### config.mk
export PLATFORM = sky130hd
export DESIGN_NAME = mmrd_decoder
export DESIGN_NICKNAME = d
export VERILOG_FILES = /design/src/hw/mmrd_decoder.v /design/src/hw/mmrd_port_reg.v
export VERILOG_INCLUDE_DIRS = /design/src /design/src/hw
export SDC_FILE = /design/constraint.sdc
export NUM_CORES = 1
export LEC_CHECK = 0
export BUFFER_PORTS_ARGS = -buffer_cell sky130_fd_sc_hd__buf_2
export CAP_MARGIN = 20
export CORE_MARGIN = 1
export CORE_UTILIZATION = 41
export DETAILED_ROUTE_END_ITERATION = 8
export HOLD_SLACK_MARGIN = 0.02
export PLACE_DENSITY = 0.81
export SYNTH_ARGS = -nofsm -noshare
export SYNTH_HDL_FRONTEND = slang
export SYNTH_SLANG_ARGS = --single-unit
### constraint.sdc
create_clock -name mclk_in -period 5.4 [get_ports mclk_in]
set_input_delay 0.81 -clock mclk_in [delete_from_list [all_inputs] [get_ports mclk_in]]
set_output_delay 0.81 -clock mclk_in [all_outputs]
set_load 0.02 [all_outputs]
### src/hw/mmrd_map.vh
// Address map constants for the memory map remap decoder.
// Assumes 32-bit byte addresses from every bus master.
`ifndef MMRD_MAP_VH
`define MMRD_MAP_VH

// ****************************************************************
// Region bounds, base inclusive, end exclusive
// ****************************************************************
`define MMRD_LOW_BASE       32'h0000_0000
`define MMRD_LOW_ROM_END    32'h0004_0000
`define MMRD_LOW_FLASH_END  32'h0008_0000
`define MMRD_LOW_SRAM_END   32'h0002_0000
`define MMRD_ROM_BASE       32'h0300_0000
`define MMRD_ROM_END        32'h0304_0000
`define MMRD_FLASH_BASE     32'h0100_0000
`define MMRD_FLASH_END      32'h0108_0000
`define MMRD_FLASH_A1_BASE  32'h2100_0000
`define MMRD_FLASH_A1_END   32'h2108_0000
`define MMRD_FLASH_A2_BASE  32'h3100_0000
`define MMRD_FLASH_A2_END   32'h3108_0000
`define MMRD_SRAM_BASE      32'h0400_0000
`define MMRD_SRAM_END       32'h0402_0000
`define MMRD_SRAM_A_BASE    32'h2000_0000
`define MMRD_SRAM_A_END     32'h2002_0000
`define MMRD_SFW_BASE       32'h1000_0000
`define MMRD_SFW_END        32'h1800_0000
`define MMRD_SFW_A_BASE     32'h8000_0000
`define MMRD_SFW_A_END      32'h8800_0000
`define MMRD_APB_BASE       32'h4000_0000
`define MMRD_APB_END        32'h4001_0000
`define MMRD_AHB_BASE       32'h4008_0000
`define MMRD_AHB_END        32'h4010_0000
`define MMRD_PPB_BASE       32'hE000_0000
`define MMRD_PPB_END        32'hE010_0000

// ****************************************************************
// Remap codes and reset value
// ****************************************************************
`define MMRD_REMAP_ROM      2'h0
`define MMRD_REMAP_FLASH    2'h1
`define MMRD_REMAP_SRAM     2'h2
`define MMRD_REMAP_RESET    2'h0

// ****************************************************************
// Target codes
// ****************************************************************
`define MMRD_TGT_NONE       3'h0
`define MMRD_TGT_ROM        3'h1
`define MMRD_TGT_FLASH      3'h2
`define MMRD_TGT_SRAM       3'h3
`define MMRD_TGT_SFW        3'h4
`define MMRD_TGT_APB        3'h5
`define MMRD_TGT_AHB        3'h6
`define MMRD_TGT_PPB        3'h7

// ****************************************************************
// Field positions
// ****************************************************************
`define MMRD_SLOT_MSB       15
`define MMRD_SLOT_LSB       12
`define MMRD_SRAM_BLKS      10
`define MMRD_SRAM_GRP_MSB   16
`define MMRD_SRAM_GRP_LSB   14
`define MMRD_SRAM_BLK_OFS   3'h2

`endif

### src/hw/mmrd_decoder.v
// Memory map decoder with remap of the low window, two bus masters.
// Assumes masters hold address and valid while their stall is high.
`timescale 1ns/1ps
`default_nettype none
`include "mmrd_map.vh"

module mmrd_decoder (
    input  wire        mclk_in,
    input  wire        rst_n_in,
    input  wire        remap_wr_in,
    input  wire [1:0]  remap_val_in,
    output wire [1:0]  remap_out,
    input  wire [9:0]  sram_pwr_en_in,
    input  wire        m0_valid_in,
    input  wire [31:0] m0_addr_in,
    output wire        m0_stall_out,
    output wire        m0_valid_out,
    output wire        m0_err_out,
    output wire [2:0]  m0_target_out,
    output wire [26:0] m0_offset_out,
    output wire [3:0]  m0_sram_blk_out,
    output wire [3:0]  m0_slot_out,
    input  wire        m1_valid_in,
    input  wire [31:0] m1_addr_in,
    output wire        m1_stall_out,
    output wire        m1_valid_out,
    output wire        m1_err_out,
    output wire [2:0]  m1_target_out,
    output wire [26:0] m1_offset_out,
    output wire [3:0]  m1_sram_blk_out,
    output wire [3:0]  m1_slot_out
);

    // ****************************************************************
    // Remap field
    // ****************************************************************
    reg [1:0] remap;

    always @(posedge mclk_in or negedge rst_n_in) begin
        if (!rst_n_in) begin
            remap <= `MMRD_REMAP_RESET;
        end else if (remap_wr_in) begin
            remap <= remap_val_in;
        end
    end

    assign remap_out = remap;

    // ****************************************************************
    // Address decode: returns {err, target, offset}
    // ****************************************************************
    function in_rng;
        input [31:0] a;
        input [31:0] lo;
        input [31:0] hi;
        begin
            in_rng = (a >= lo) && (a < hi);
        end
    endfunction

    function [30:0] decode;
        input [31:0] a;
        input [1:0]  rm;
        reg   [2:0]  t;
        reg   [26:0] o;
        begin
            t = `MMRD_TGT_NONE;
            o = 27'h0;
            // Primary and alias regions first; remap never hides them
            if (in_rng(a, `MMRD_ROM_BASE, `MMRD_ROM_END)) begin
                t = `MMRD_TGT_ROM;
                o = {9'h0, a[17:0]};
            end else if (in_rng(a, `MMRD_FLASH_BASE, `MMRD_FLASH_END) ||
                         in_rng(a, `MMRD_FLASH_A1_BASE, `MMRD_FLASH_A1_END) ||
                         in_rng(a, `MMRD_FLASH_A2_BASE, `MMRD_FLASH_A2_END)) begin
                t = `MMRD_TGT_FLASH;
                o = {8'h0, a[18:0]};
            end else if (in_rng(a, `MMRD_SRAM_BASE, `MMRD_SRAM_END) ||
                         in_rng(a, `MMRD_SRAM_A_BASE, `MMRD_SRAM_A_END)) begin
                t = `MMRD_TGT_SRAM;
                o = {10'h0, a[16:0]};
            end else if (in_rng(a, `MMRD_SFW_BASE, `MMRD_SFW_END) ||
                         in_rng(a, `MMRD_SFW_A_BASE, `MMRD_SFW_A_END)) begin
                t = `MMRD_TGT_SFW;
                o = a[26:0];
            end else if (in_rng(a, `MMRD_APB_BASE, `MMRD_APB_END)) begin
                t = `MMRD_TGT_APB;
                o = {11'h0, a[15:0]};
            end else if (in_rng(a, `MMRD_AHB_BASE, `MMRD_AHB_END)) begin
                t = `MMRD_TGT_AHB;
                o = {8'h0, a[18:0]};
            end else if (in_rng(a, `MMRD_PPB_BASE, `MMRD_PPB_END)) begin
                // Marked only so the core keeps it; no memory is selected
                t = `MMRD_TGT_PPB;
                o = {7'h0, a[19:0]};
            end else if (rm == `MMRD_REMAP_ROM &&
                         in_rng(a, `MMRD_LOW_BASE, `MMRD_LOW_ROM_END)) begin
                t = `MMRD_TGT_ROM;
                o = {9'h0, a[17:0]};
            end else if (rm == `MMRD_REMAP_FLASH &&
                         in_rng(a, `MMRD_LOW_BASE, `MMRD_LOW_FLASH_END)) begin
                t = `MMRD_TGT_FLASH;
                o = {8'h0, a[18:0]};
            end else if (rm == `MMRD_REMAP_SRAM &&
                         in_rng(a, `MMRD_LOW_BASE, `MMRD_LOW_SRAM_END)) begin
                t = `MMRD_TGT_SRAM;
                o = {10'h0, a[16:0]};
            end
            // Remap code 3 selects nothing, so the low window errors
            decode = {(t == `MMRD_TGT_NONE), t, o};
        end
    endfunction

    // Block index from SRAM offset: blocks 0..2 are small, 3..9 are 16 kB
    function [3:0] sram_blk;
        input [16:0] o;
        reg   [2:0]  g;
        begin
            g = o[`MMRD_SRAM_GRP_MSB:`MMRD_SRAM_GRP_LSB];
            if (g != 3'h0) begin
                sram_blk = {1'b0, g} + {1'b0, `MMRD_SRAM_BLK_OFS};
            end else if (o[13]) begin
                sram_blk = 4'h2;
            end else if (o[12]) begin
                sram_blk = 4'h1;
            end else begin
                sram_blk = 4'h0;
            end
        end
    endfunction

    // ****************************************************************
    // Per-master decode
    // ****************************************************************
    wire [30:0] dec0 = decode(m0_addr_in, remap);
    wire [30:0] dec1 = decode(m1_addr_in, remap);
    wire [2:0]  tgt0 = dec0[29:27];
    wire [2:0]  tgt1 = dec1[29:27];
    wire [3:0]  blk0 = sram_blk(dec0[16:0]);
    wire [3:0]  blk1 = sram_blk(dec1[16:0]);

    // A powered-down block answers with an error instead of being selected
    wire off0 = (tgt0 == `MMRD_TGT_SRAM) && !sram_pwr_en_in[blk0];
    wire off1 = (tgt1 == `MMRD_TGT_SRAM) && !sram_pwr_en_in[blk1];
    wire err0 = dec0[30] | off0;
    wire err1 = dec1[30] | off1;

    // ****************************************************************
    // Concurrency between the two masters
    // ****************************************************************
    // Master 0 has fixed priority. SRAM blocks are separate paths, so only
    // a same-block hit collides there; other shared targets collide on any
    // hit. Private bus and error accesses never collide.
    wire shared0 = !err0 && (tgt0 != `MMRD_TGT_PPB);
    wire shared1 = !err1 && (tgt1 != `MMRD_TGT_PPB);
    wire same_tgt = (tgt0 == tgt1);
    wire clash = m0_valid_in && m1_valid_in && shared0 && shared1 && same_tgt &&
                 ((tgt0 != `MMRD_TGT_SRAM) || (blk0 == blk1));

    assign m0_stall_out = 1'b0;
    assign m1_stall_out = clash;

    wire load0 = m0_valid_in;
    wire load1 = m1_valid_in && !clash;

    // ****************************************************************
    // Registered outputs
    // ****************************************************************
    mmrd_port_reg u_port0 (
        .mclk_in      (mclk_in),
        .rst_n_in     (rst_n_in),
        .load_in      (load0),
        .err_in       (err0),
        .target_in    (err0 ? `MMRD_TGT_NONE : tgt0),
        .offset_in    (dec0[26:0]),
        .sram_blk_in  (blk0),
        .slot_in      (m0_addr_in[`MMRD_SLOT_MSB:`MMRD_SLOT_LSB]),
        .valid_out    (m0_valid_out),
        .err_out      (m0_err_out),
        .target_out   (m0_target_out),
        .offset_out   (m0_offset_out),
        .sram_blk_out (m0_sram_blk_out),
        .slot_out     (m0_slot_out)
    );

    mmrd_port_reg u_port1 (
        .mclk_in      (mclk_in),
        .rst_n_in     (rst_n_in),
        .load_in      (load1),
        .err_in       (err1),
        .target_in    (err1 ? `MMRD_TGT_NONE : tgt1),
        .offset_in    (dec1[26:0]),
        .sram_blk_in  (blk1),
        .slot_in      (m1_addr_in[`MMRD_SLOT_MSB:`MMRD_SLOT_LSB]),
        .valid_out    (m1_valid_out),
        .err_out      (m1_err_out),
        .target_out   (m1_target_out),
        .offset_out   (m1_offset_out),
        .sram_blk_out (m1_sram_blk_out),
        .slot_out     (m1_slot_out)
    );

endmodule // mmrd_decoder

`default_nettype wire

### src/hw/mmrd_port_reg.v
// Output register stage for one bus master's decode result.
// Assumes the decoder supplies a fully resolved result every cycle.
`timescale 1ns/1ps
`default_nettype none

module mmrd_port_reg (
    input  wire        mclk_in,
    input  wire        rst_n_in,
    input  wire        load_in,
    input  wire        err_in,
    input  wire [2:0]  target_in,
    input  wire [26:0] offset_in,
    input  wire [3:0]  sram_blk_in,
    input  wire [3:0]  slot_in,
    output reg         valid_out,
    output reg         err_out,
    output reg  [2:0]  target_out,
    output reg  [26:0] offset_out,
    output reg  [3:0]  sram_blk_out,
    output reg  [3:0]  slot_out
);

    // Target is forced to none when no access is taken, so no memory
    // ever sees a stale select.
    always @(posedge mclk_in or negedge rst_n_in) begin
        if (!rst_n_in) begin
            valid_out    <= 1'b0;
            err_out      <= 1'b0;
            target_out   <= 3'h0;
            offset_out   <= 27'h0;
            sram_blk_out <= 4'h0;
            slot_out     <= 4'h0;
        end else begin
            valid_out    <= load_in;
            err_out      <= load_in & err_in;
            target_out   <= load_in ? target_in : 3'h0;
            offset_out   <= load_in ? offset_in : 27'h0;
            sram_blk_out <= load_in ? sram_blk_in : 4'h0;
            slot_out     <= load_in ? slot_in : 4'h0;
        end
    end

endmodule // mmrd_port_reg

`default_nettype wire

Yosys cells after proc, flatten, opt, wreduce, memory -nomap -nowiden

Cells that the tools add are included.

Flip-flop bits (word level): 82
Output and inout port bits: 84

$add $sub $neg: 2
$lt $le $gt $ge: 54
Equal/unequal tests: 9
Mux-type cells: 60
Bitwise operators: 4
Reductions and logical operators: 63

Operator list:

| kind                                                         | number |
|---|---|
| two-way mux 27 bit                                           | 10 |
| >= comparator 32 x 30 -> 1 bit, second input constant        | 6 |
| less-than comparator 32 x 30 -> 1 bit, second input constant | 6 |
| >= comparator 32 x 31 -> 1 bit, second input constant        | 4 |
| >= comparator 32 bit, second input constant                  | 4 |
| less-than comparator 32 x 31 -> 1 bit, second input constant | 4 |
| less-than comparator 32 bit, second input constant           | 4 |
| two-way mux 20 bit                                           | 6 |
| two-way mux 19 bit                                           | 4 |
| >= comparator 32 x 1 -> 1 bit, second input constant         | 2 |
| >= comparator 32 x 25 -> 1 bit, second input constant        | 2 |
| >= comparator 32 x 26 -> 1 bit, second input constant        | 2 |
| >= comparator 32 x 27 -> 1 bit, second input constant        | 2 |
| >= comparator 32 x 29 -> 1 bit, second input constant        | 2 |
| less-than comparator 32 x 18 -> 1 bit, second input constant | 2 |
| less-than comparator 32 x 19 -> 1 bit, second input constant | 2 |
| less-than comparator 32 x 20 -> 1 bit, second input constant | 2 |
| less-than comparator 32 x 25 -> 1 bit, second input constant | 2 |
| less-than comparator 32 x 26 -> 1 bit, second input constant | 2 |
| less-than comparator 32 x 27 -> 1 bit, second input constant | 2 |
| less-than comparator 32 x 29 -> 1 bit, second input constant | 2 |
| two-way mux 3 bit                                            | 18 |
| logical AND 1 bit                                            | 44 |
| two-way mux 17 bit                                           | 2 |
| 20 further kinds                                             | 56 |

Logic depth before layout (Yosys ltp)

Gate-level depths: netlist of run 1.

Depth in word-level cells: 30
Mapped depth: 16
Mapped depth without buffers: 14

Hierarchy

From an unflattened synthesis of run 1, not the netlist that was laid out.

Cell total of the unflattened synthesis: 414
Area, all modules: 4267.8 um2

Modules (own cells, without submodules):

| module        | times used | cells each | area an instance (um2) |
|---|---|---|---|
| mmrd_port_reg | 2          | 83         | 1277.5 |
| mmrd_decoder  | 1          | 248        | 1712.9 |

Worst setup path before layout of run 1

Ideal clock, no wire load.

Kind: input to output
Start point: input m0_addr_in[29]
End point: output m1_stall_out
Arrival: 3.977 ns
Required time: 4.590 ns
Setup slack: 0.613 ns
Stages on the path: 13
Buffers on the path: 1
Cell sequence: buf_2 -> and2_1 -> o2111ai_2 -> nand2_1 -> or4_1 -> and2_1 -> ha_1 -> nor2b_1 -> a221oi_1 -> a2111o_1 -> o311a_1 -> o41a_1 -> nor2b_1

Longest elaborated chain between the ends: 27
Elaborated cells on any way between the ends: 90
Those cells by class: add/sub (1); order compare (26); eq/ne (5); mux (25); bitwise (1); reduce/logical (32)

RTL lines:

| item                                                                   | RTL line           | source |
|---|---|---|
| start, declared                                                        | mmrd_decoder.v:15  | `input wire [31:0] m0_addr_in,` |
| branches (longest 26 deep; another with >= comparator 32 x 1 -> 1 bit) | n/a                |  |
| logical AND 1 bit *                                                    | mmrd_decoder.v:157 | `wire clash = m0_valid_in && m1_valid_in && shared0 && shared1 && same_tgt &&` |
| end, declared                                                          | mmrd_decoder.v:25  | `output wire m1_stall_out,` |

Mark *: on every way between the ends. The select of a mux whose other input is x is not followed.

Worst setup path after layout of run 1

Start point: input m0_addr_in[31]
End point: output m1_stall_out

The elaborated chain is that of the path after synthesis.

==> results of run 1 <==
-- state kept, by name (all words and copies together), names as in the netlist --
signal and count:
u_port0.offset_out 27, u_port1.offset_out 27, u_port0.slot_out 4, u_port0.sram_blk_out 4
u_port1.slot_out 4, u_port1.sram_blk_out 4, u_port0.target_out 3, u_port1.target_out 3
remap_out 2, u_port0.err_out 1, u_port0.valid_out 1, u_port1.err_out 1
u_port1.valid_out 1
-- cell usage in the layout (no fill, tap or decap), drive strengths merged, types with 3 or more instances in the layout --
master	count
mux2	5
nor4	11
a211oi	5
nor3b	4
o41ai	4
a21oi	8
mux2i	5
o2111ai	4
a2111o	3
a211o	5
and3	17
clkbuf	10
o21ai	4
o21bai	5
nand3	8
or3	4
nand3b	3
and2	47
or2	3
buf	166
nand2b	4
dfrtp	82
inv	9
nand4	3
or4	6
nor2b	5
xnor2	5
nand2	10
clkinv	3
nor3	12
a31oi	4
nor2	33
-- routing by layer --
| layer | vias up | track usage |
|---|---|---|
| li1 | 1666 | - |
| met1 | 1653 | 0.272 |
| met2 | 129 | 0.342 |
| met3 | 22 | 0.0474 |
| met4 | 0 | 0.0736 |
| met5 | - | 0 |
-- power breakdown --
| group | total (mW) | internal (mW) | switching, mW |
|---|---|---|---|
| logic | 0.152 | 0.0585 | 0.0939 |
| clock network | 0.443 | 0.215 | 0.228 |
| registers | 0.630 | 0.625 | 0.00444 |
-- path summary, 6_finish.rpt --
path                                          start                                to  slack (ns)  cells past startpoint
max                                  m0_addr_in[31]                      m1_stall_out        0.30                     14
min                                        rst_n_in  u_port0.offset_out[23]$_DFF_PN0_        0.27                      1
max reg2reg                remap_out[0]$_DFFE_PN0P_   u_port1.offset_out[2]$_DFF_PN0_        1.33                     13
min reg2reg                remap_out[0]$_DFFE_PN0P_          remap_out[0]$_DFFE_PN0P_        0.62                      1
max in group asynchronous                  rst_n_in  u_port1.offset_out[22]$_DFF_PN0_        4.56                      2
min in group mclk_in       remap_out[0]$_DFFE_PN0P_          remap_out[0]$_DFFE_PN0P_        0.62                      1
-- area by class of cell --
type | instances | area [um^2]
sequential | 82 | 2050
timing repair buffer | 166 | 861
multi-input combinational | 262 | 1830
clock buffer | 10 | 128
fill | 849 | 4160
clock inverter | 6 | 65.1
tap | 129 | 161
inverter | 8 | 30.0
-- through the flow --
stage	std cells	power, mW
2_1_floorplan	362	0.712
3_3_place_gp	646	0.786
3_5_place_dp	646	0.791
4_1_cts	662	1.24
5_1_grt	663	1.29
6_report	663	1.23
-- kinds of logic (layout without fill, tap and decap cells) --
family	after synthesis	after routing	synth area share
buf+inv	18	190	0.0197
other cells	1	1	0.000951
mux	10	10	0.0270
compound gates	65	65	0.146
fa+ha+maj	2	2	0.00635
simple gates	177	177	0.264
flops	82	82	0.520
xor+xnor	7	7	0.0156
==> impl_metrics.py, run 1 <==
metrics = {
    "run_status": {
        "status": "finished, final reports clean",
    },
    "setup_path": {
        "end_kind": "output pin",
        "cp-start-kind": "primary input",
        "path_cells": "buf_2 -> and2_1 -> o2111ai_2 -> nand2_1 -> or4_1 -> and2_1 -> ha_1 -> nor2b_1 -> a221oi_1 -> a2111o_1 -> o311a_1 -> o41a_1 -> nor2b_1 -> buf_2",
        "path_class": "primary input to output pin",
        "cp_slowest_cell": "or4_1",
        "cp_top_family": "simple AND/OR/NAND/NOR gates",
        "required_ns": 4.59,
        "crit_fanout": 7,
        "path_buf_inv": 2,
        "arrival_ns": 4.29,
        "critPathMaxStageDelay_ns": 0.62,
    },
    "timing": {
        "fin_setup_tns_ns": 0,
        "rsz0062_at_grt": "no",
        "drv_slew": 0,
        "fmax_ghz": 0.196,
        "fin_crit_ns": 5.10,
        "finalClockSkew_ns": 0.0114,
        "finalHoldViolations": 0,
        "worst_slew_pin_slew_ns": 0.966,
        "fin_ws_ns": 0.300,
        "setup_viol": 0,
        "finalCritPeriodShare": 0.944,
        "holdWs_ns": 0.269,
        "slew_headroom": 0.350,
    },
    "clock_network": {
        "clkTransAtPathRegs_ns": 0.09,
        "hold_buffers": 0,
        "cts_max_level": 3,
        "numCtsBuffers": 9,
        "cts_resized": 0,
        "post_cts_buffers": 0,
        "clk_latency_ns": 0.35,
        "tritoncts": "yes",
        "root_buffer": "clkbuf_8",
        "cts.path.max_buffers": 2,
        "clock_sinks": 82,
    },
    "synthesis": {
        "syn_avg_cell_area_um2": 10.9,
        "ys.flop_type": "dfrtp_1",
        "synth_top_area_frac": 0.520,
        "ys_seq_area_frac": 0.520,
        "yosysMostFrequentCell": "dfrtp_1",
        "netlist_instances": 362,
        "synth.area.top_cells": "dfrtp_1 52%, and2_1 7.5%, nor2_1 3.0%",
        "ys_seq_elements": 82,
        "netlist_area_um2": 3940,
        "synth_common_cells": "82 x dfrtp_1, 47 x and2_1, 32 x nor2_1",
        "synth_nets": 445,
        "synth_edf_count": 0,
        "synth_area_leader_cell": "dfrtp_1",
        "async_flop_share": 1.00,
        "yosysWarnings": 0,
        "synthDistinctLibCells": 66,
    },
    "pwr": {
        "vdd_drop_max_uv": 107,
        "static-leakage-power_nw": 2.69,
        "p_per_area_nw_per_um2": 239,
    },
    "grt": {
        "grt_pass1_vias": 3239,
        "grt_pass1_wl_mm": 16.1,
        "grtUsageTotal": 0.208,
        "grt_max_degree": 83,
        "grt_remaining_overflow": 0,
        "antenna_found_initial": 0,
    },
    "hold_path": {
        "hp-class": "primary input to asynchronous set/reset pin",
    },
    "routing": {
        "top_layer_used": "met4",
        "wl_met3_um": 633,
        "wl_met2_mm": 5.13,
        "via_count": 3470,
        "post_drt_wl_per_cell_um": 15.5,
        "drcViolationCount": 0,
        "wl_mm": 10.3,
        "ant_nets": 0,
        "firstDrtPassIters": 4,
        "met1_length_mm": 4.31,
        "drt_first_iter_violations": 146,
        "routed_via_density": 5.23,
    },
    "floorplanning": {
        "die_area_um2": 10000,
        "start_util": 0.425,
        "core-area_um2": 9280,
        "die_w_um": 100,
        "dieHeight_um": 100,
        "ios": 165,
        "fp-row-count": 35,
    },
    "layout": {
        "nNetsFinal": 612,
        "layout-drive-gt1-share": 0.382,
        "design_area_um2": 5120,
        "diodes": 0,
        "finish.utilization": 0.552,
        "synthToLayoutAreaGrowth_pct": 29.9,
    },
    "placement": {
        "pre_cts_slack_ns": 0.319,
        "gp_congestion": 0.879,
        "place_area_um2": 4890,
        "dpl.hpwl_mm": 7.86,
        "numPortBuffers": 163,
    },
    "flow_run": {
        "drv_cap": 0,
    },
}
Note: power is estimated with default switching activity, not from simulation.
==> inputs of run 2 (changes only) <==
CTS_BUF_LIST = sky130_fd_sc_hd__clkbuf_8   (was unset)
==> impl_metrics.py, run 2 (synthesized netlist as in run 1, its figures left out) <==
metrics = {
    "layout": {
        "layout_common_cells": "162 x buf_2, 82 x dfrtp_1, 47 x and2_1, 32 x nor2_1, 17 x and3_1",
        "finish.utilization": 0.552,
        "fillers": 849,
        "layout-drive-gt1-share": 0.382,
        "nNetsFinal": 612,
        "diodes": 0,
        "synthToLayoutAreaGrowth_pct": 29.9,
        "reg_top3": "u_port0.offset_out (27), u_port1.offset_out (27)",
        "layout_commonest_cell": "buf_2",
    },
    "grt": {
        "grt_remaining_overflow": 0,
        "grt_pass1_vias": 3241,
        "grt_max_degree": 83,
        "grt_pass1_wl_mm": 16.1,
        "antenna_found_initial": 0,
        "grtUsageTotal": 0.208,
    },
    "clock_network": {
        "root_buffer": "clkbuf_8",
        "post_cts_buffers": 0,
        "numCtsBuffers": 9,
        "cts_max_level": 3,
        "clock_sinks": 82,
        "tritoncts": "yes",
        "clk_latency_ns": 0.35,
        "cts.path.max_buffers": 2,
        "clkTransAtPathRegs_ns": 0.09,
    },
    "routing": {
        "firstDrtPassIters": 4,
        "wl_met2_mm": 5.18,
        "post_drt_wl_per_cell_um": 15.5,
        "drt_first_iter_violations": 128,
        "top_layer_used": "met4",
        "met1_length_mm": 4.32,
        "drcViolationCount": 0,
        "wl_mm": 10.3,
        "via_count": 3465,
        "routed_via_density": 5.23,
        "wl_met3_um": 605,
        "ant_nets": 0,
    },
    "pwr": {
        "power.share.switching": 0.268,
        "p_per_area_nw_per_um2": 239,
        "vdd_drop_max_uv": 105,
        "power_mw": 1.22,
        "power_switching_mw": 0.327,
        "intPower_mw": 0.896,
        "static-leakage-power_nw": 2.69,
        "combPwrFrac": 0.124,
        "clkPwrFrac": 0.361,
        "seq_power_share": 0.514,
    },
    "placement": {
        "numPortBuffers": 163,
        "dpl.hpwl_mm": 7.86,
        "gp_congestion": 0.879,
        "pre_cts_slack_ns": 0.319,
    },
    "setup_path": {
        "path_buf_inv": 2,
        "reg2reg_depth": 13,
        "critPathMaxStageDelay_ns": 0.63,
        "cp_slowest_cell": "or4_1",
        "path_cells": "buf_2 -> and2_1 -> o2111ai_2 -> nand2_1 -> or4_1 -> and2_1 -> ha_1 -> nor2b_1 -> a221oi_1 -> a2111o_1 -> o311a_1 -> o41a_1 -> nor2b_1 -> buf_2",
        "end_kind": "output pin",
        "required_ns": 4.59,
        "cp-start-kind": "primary input",
        "cp_top_family": "simple AND/OR/NAND/NOR gates",
        "arrival_ns": 4.29,
        "crit_fanout": 7,
        "path_class": "primary input to output pin",
        "cp_num_cells": 14,
    },
    "flow_run": {
        "drv_cap": 0,
    },
    "timing": {
        "fin_setup_tns_ns": 0,
        "finalClockSkew_ns": 0.0105,
        "fin_ws_ns": 0.300,
        "fin_crit_ns": 5.10,
        "drv_slew": 0,
        "setup_viol": 0,
        "rsz0062_at_grt": "no",
        "finalCritPeriodShare": 0.944,
        "worst_slew_pin_slew_ns": 0.967,
        "slew_headroom": 0.349,
        "fmax_ghz": 0.196,
        "finalHoldViolations": 0,
    },
    "run_status": {
        "status": "finished, final reports clean",
    },
    "floorplanning": {
        "dieHeight_um": 100,
        "core-area_um2": 9280,
        "die_area_um2": 10000,
        "ios": 165,
        "die_w_um": 100,
        "start_util": 0.425,
        "fp-row-count": 35,
    },
    "hold_path": {
        "hp-class": "primary input to asynchronous set/reset pin",
    },
}
[run 2: path summary, 6_finish.rpt]
path                            slack, ns                               end                      from
worst max-delay path                 0.30                      m1_stall_out            m0_addr_in[31]
worst min-delay path                 0.27  u_port0.offset_out[23]$_DFF_PN0_                  rst_n_in
worst max register to register       1.33   u_port1.offset_out[2]$_DFF_PN0_  remap_out[0]$_DFFE_PN0P_
worst min register to register       0.62          remap_out[0]$_DFFE_PN0P_  remap_out[0]$_DFFE_PN0P_
max in group asynchronous            4.56          remap_out[0]$_DFFE_PN0P_                  rst_n_in
min in group mclk_in                 0.62          remap_out[0]$_DFFE_PN0P_  remap_out[0]$_DFFE_PN0P_
[run 2: layout make-up]
class | instances | area [um^2] | share of cell area
clock buffers | 9 | 124 | 0.0242
well taps | 129 | 161 | 0.0315
flip-flops and latches | 82 | 2050 | 0.401
repair buffers | 166 | 861 | 0.168
inverters | 8 | 30.0 | 0.00586
multi-input cells | 262 | 1830 | 0.356
clock inverters | 7 | 68.8 | 0.0134
[run 2: metrics by stage]
stage / instances / hold slack [ns] / area, um^2
final: 663 / 0.270 / 5120
after detailed placement: 646 / 0.598 / 4890
after global placement: 646 / 0.586 / 4890
after global routing: 663 / 0.245 / 5120
after CTS: 662 / 0.622 / 5080
after floorplan: 362 / 0.514 / 3940
[run 2: worst register-to-register path: stages, from the launching register on]
cell	delay (ns)
dfrtp_1	0.43
nor2b_1	0.17
nand4_1	0.20
a211oi_4	0.14
or4_1	0.58
and2_1	0.19
ha_1	0.42
mux2_2	0.37
o2111ai_1	0.18
o311a_1	0.30
o41ai_4	0.10
buf_4	0.20
nor2_1	0.49
and2_1	0.23
[run 2: timing repair]
action | CTS | global route
hold buffers | 0 | 0
setup endpoints to repair | 0 | 1
resized for setup | 0 | 2
[run 2: power groups by stage]
stage | combinational, mW | sequential, mW | clock (mW)
floorplan | 0.0547 | 0.658 | 0
global placement | 0.145 | 0.641 | 0
detailed placement | 0.149 | 0.642 | 0
CTS | 0.149 | 0.630 | 0.454
global route | 0.168 | 0.631 | 0.487
finish | 0.152 | 0.629 | 0.442
[run 2: routing by layer]
metal  global-route usage  vias to the layer above
li1                     -                     1662
met1                0.272                     1668
met2                0.342                      117
met3               0.0474                       18
met4               0.0736                        0
met5                    0                        -
==> inputs of run 3 (changes only) <==
clock period = 6.6 ns   (was 5.4 ns; I/O delays follow)
==> impl_metrics.py, run 3 (synthesized netlist as in run 1, its figures left out) <==
metrics = {
    "setup_path": {
        "path_cells": "buf_2 -> nor4_1 -> nand3_1 -> a211oi_2 -> nand3b_1 -> nor2_1 -> nor2_1 -> ha_1 -> nor4b_1 -> a31oi_1 -> nor3_1 -> nor2_1 -> o41a_1 -> nor2b_1 -> buf_2",
        "end_kind": "output pin",
        "cp_top_family": "simple AND/OR/NAND/NOR gates",
        "cp-start-kind": "primary input",
        "cpMostUsedCell": "nor2_1",
        "reg2reg_depth": 12,
        "required_ns": 5.61,
        "reg2reg_slack_ns": 2.09,
        "arrival_ns": 4.60,
        "rr_startpoint": "remap_out[1]$_DFFE_PN0P_",
        "crit_fanout": 11,
        "critPathMaxStageDelay_ns": 0.57,
        "cp_slowest_cell": "nor4_1",
        "path_class": "primary input to output pin",
        "r2r-end": "u_port1.offset_out[9]$_DFF_PN0_",
        "path_buf_inv": 2,
    },
    "clock_network": {
        "cts_max_level": 3,
        "numCtsBuffers": 9,
        "cts_resized": 0,
        "hold_buffers": 0,
        "clock_sinks": 82,
        "root_buffer": "clkbuf_8",
        "clk_latency_ns": 0.35,
        "post_cts_buffers": 0,
        "tritoncts": "yes",
        "cts.path.max_buffers": 2,
        "clkTransAtPathRegs_ns": 0.08,
    },
    "flow_run": {
        "drv_cap": 0,
    },
    "routing": {
        "drcViolationCount": 0,
        "routed_via_density": 5.21,
        "via_count": 3446,
        "drt_first_iter_violations": 125,
        "ant_nets": 0,
        "post_drt_wl_per_cell_um": 15.3,
        "wl_mm": 10.1,
        "firstDrtPassIters": 4,
    },
    "placement": {
        "placed_cells": 644,
        "pre_cts_slack_ns": 1.10,
        "dpl.hpwl_mm": 7.67,
        "place_area_um2": 4870,
        "gp_congestion": 0.899,
        "numPortBuffers": 163,
    },
    "pwr": {
        "static-leakage-power_nw": 2.70,
        "p_per_area_nw_per_um2": 209,
        "power.share.switching": 0.247,
        "combPwrFrac": 0.115,
        "intPower_mw": 0.807,
        "seq_power_share": 0.481,
        "vdd_drop_max_uv": 85.1,
        "power_mw": 1.07,
        "power_switching_mw": 0.265,
        "clkPwrFrac": 0.404,
    },
    "layout": {
        "reg_top3": "u_port0.offset_out (27), u_port1.offset_out (27)",
        "design_area_um2": 5140,
        "layoutNonFillerInstCount": 661,
        "diodes": 0,
        "finish.utilization": 0.553,
        "synthToLayoutAreaGrowth_pct": 30.3,
        "nNetsFinal": 610,
        "layout_common_cells": "162 x buf_2, 82 x dfrtp_1, 47 x and2_1, 32 x nor2_1, 17 x and3_1",
        "multi_input_comb_area_um2": 1810,
        "seq_area_um2": 2050,
        "layout_commonest_cell": "buf_2",
        "layout-drive-gt1-share": 0.374,
        "fillers": 849,
    },
    "run_status": {
        "status": "finished, final reports clean",
    },
    "grt": {
        "grtUsageTotal": 0.210,
        "antenna_found_initial": 0,
        "grt_pass1_vias": 3269,
        "grt_max_degree": 83,
        "grt_pass1_wl_mm": 16.2,
        "grt_remaining_overflow": 0,
    },
    "timing": {
        "fmax_ghz": 0.179,
        "finalHoldViolations": 0,
        "setup_viol": 0,
        "rsz0062_at_grt": "no",
        "fin_crit_ns": 5.59,
        "holdWs_ns": 0.454,
        "drv_slew": 0,
        "worst_slew_pin_slew_ns": 1.04,
        "fin_ws_ns": 1.01,
        "finalCritPeriodShare": 0.847,
        "fin_setup_tns_ns": 0,
        "slew_headroom": 0.301,
        "finalClockSkew_ns": 0.00509,
    },
    "floorplanning": {
        "start_util": 0.425,
        "die_w_um": 100,
        "fp-row-count": 35,
        "dieHeight_um": 100,
        "ios": 165,
        "die_area_um2": 10000,
        "core-area_um2": 9280,
    },
    "hold_path": {
        "hp-class": "primary input to asynchronous set/reset pin",
    },
}
==> run 3: worst max path at each step <==
stage / from / to / slack [ns] / cells past startpoint
after floorplan: m0_addr_in[29] / m1_stall_out / 1.45 / 13
after global placement: m1_addr_in[26] / m1_stall_out / 1.25 / 15
after detailed placement: m1_addr_in[26] / m1_stall_out / 1.10 / 15
after CTS: m1_addr_in[26] / m1_stall_out / 1.06 / 15
after global routing: m1_addr_in[26] / m1_stall_out / 0.45 / 15
final: m1_addr_in[26] / m1_stall_out / 1.01 / 15
==> run 3: power groups by stage <==
stage,combinational (mW),sequential (mW),clock [mW]
floorplan,0.0447,0.538,0
global placement,0.118,0.525,0
detailed placement,0.121,0.525,0
CTS,0.122,0.515,0.441
global route,0.136,0.516,0.459
finish,0.123,0.515,0.433
==> run 3: per-layer routing <==
metal	global-route usage	wire length, um	vias up
met5	0	0	-
met4	0.0780	186	0
met3	0.0418	529	13
met2	0.345	5010	118
met1	0.276	4390	1657
li1	-	-	1658
==> run 3: area by class of cell <==
type,instances,share of cell area
Sequential cell,82,0.400
Multi-Input combinational cell,262,0.353
Timing Repair Buffer,164,0.165
Tap cell,129,0.0314
Clock buffer,9,0.0241
Clock inverter,7,0.0214
Inverter,8,0.00585
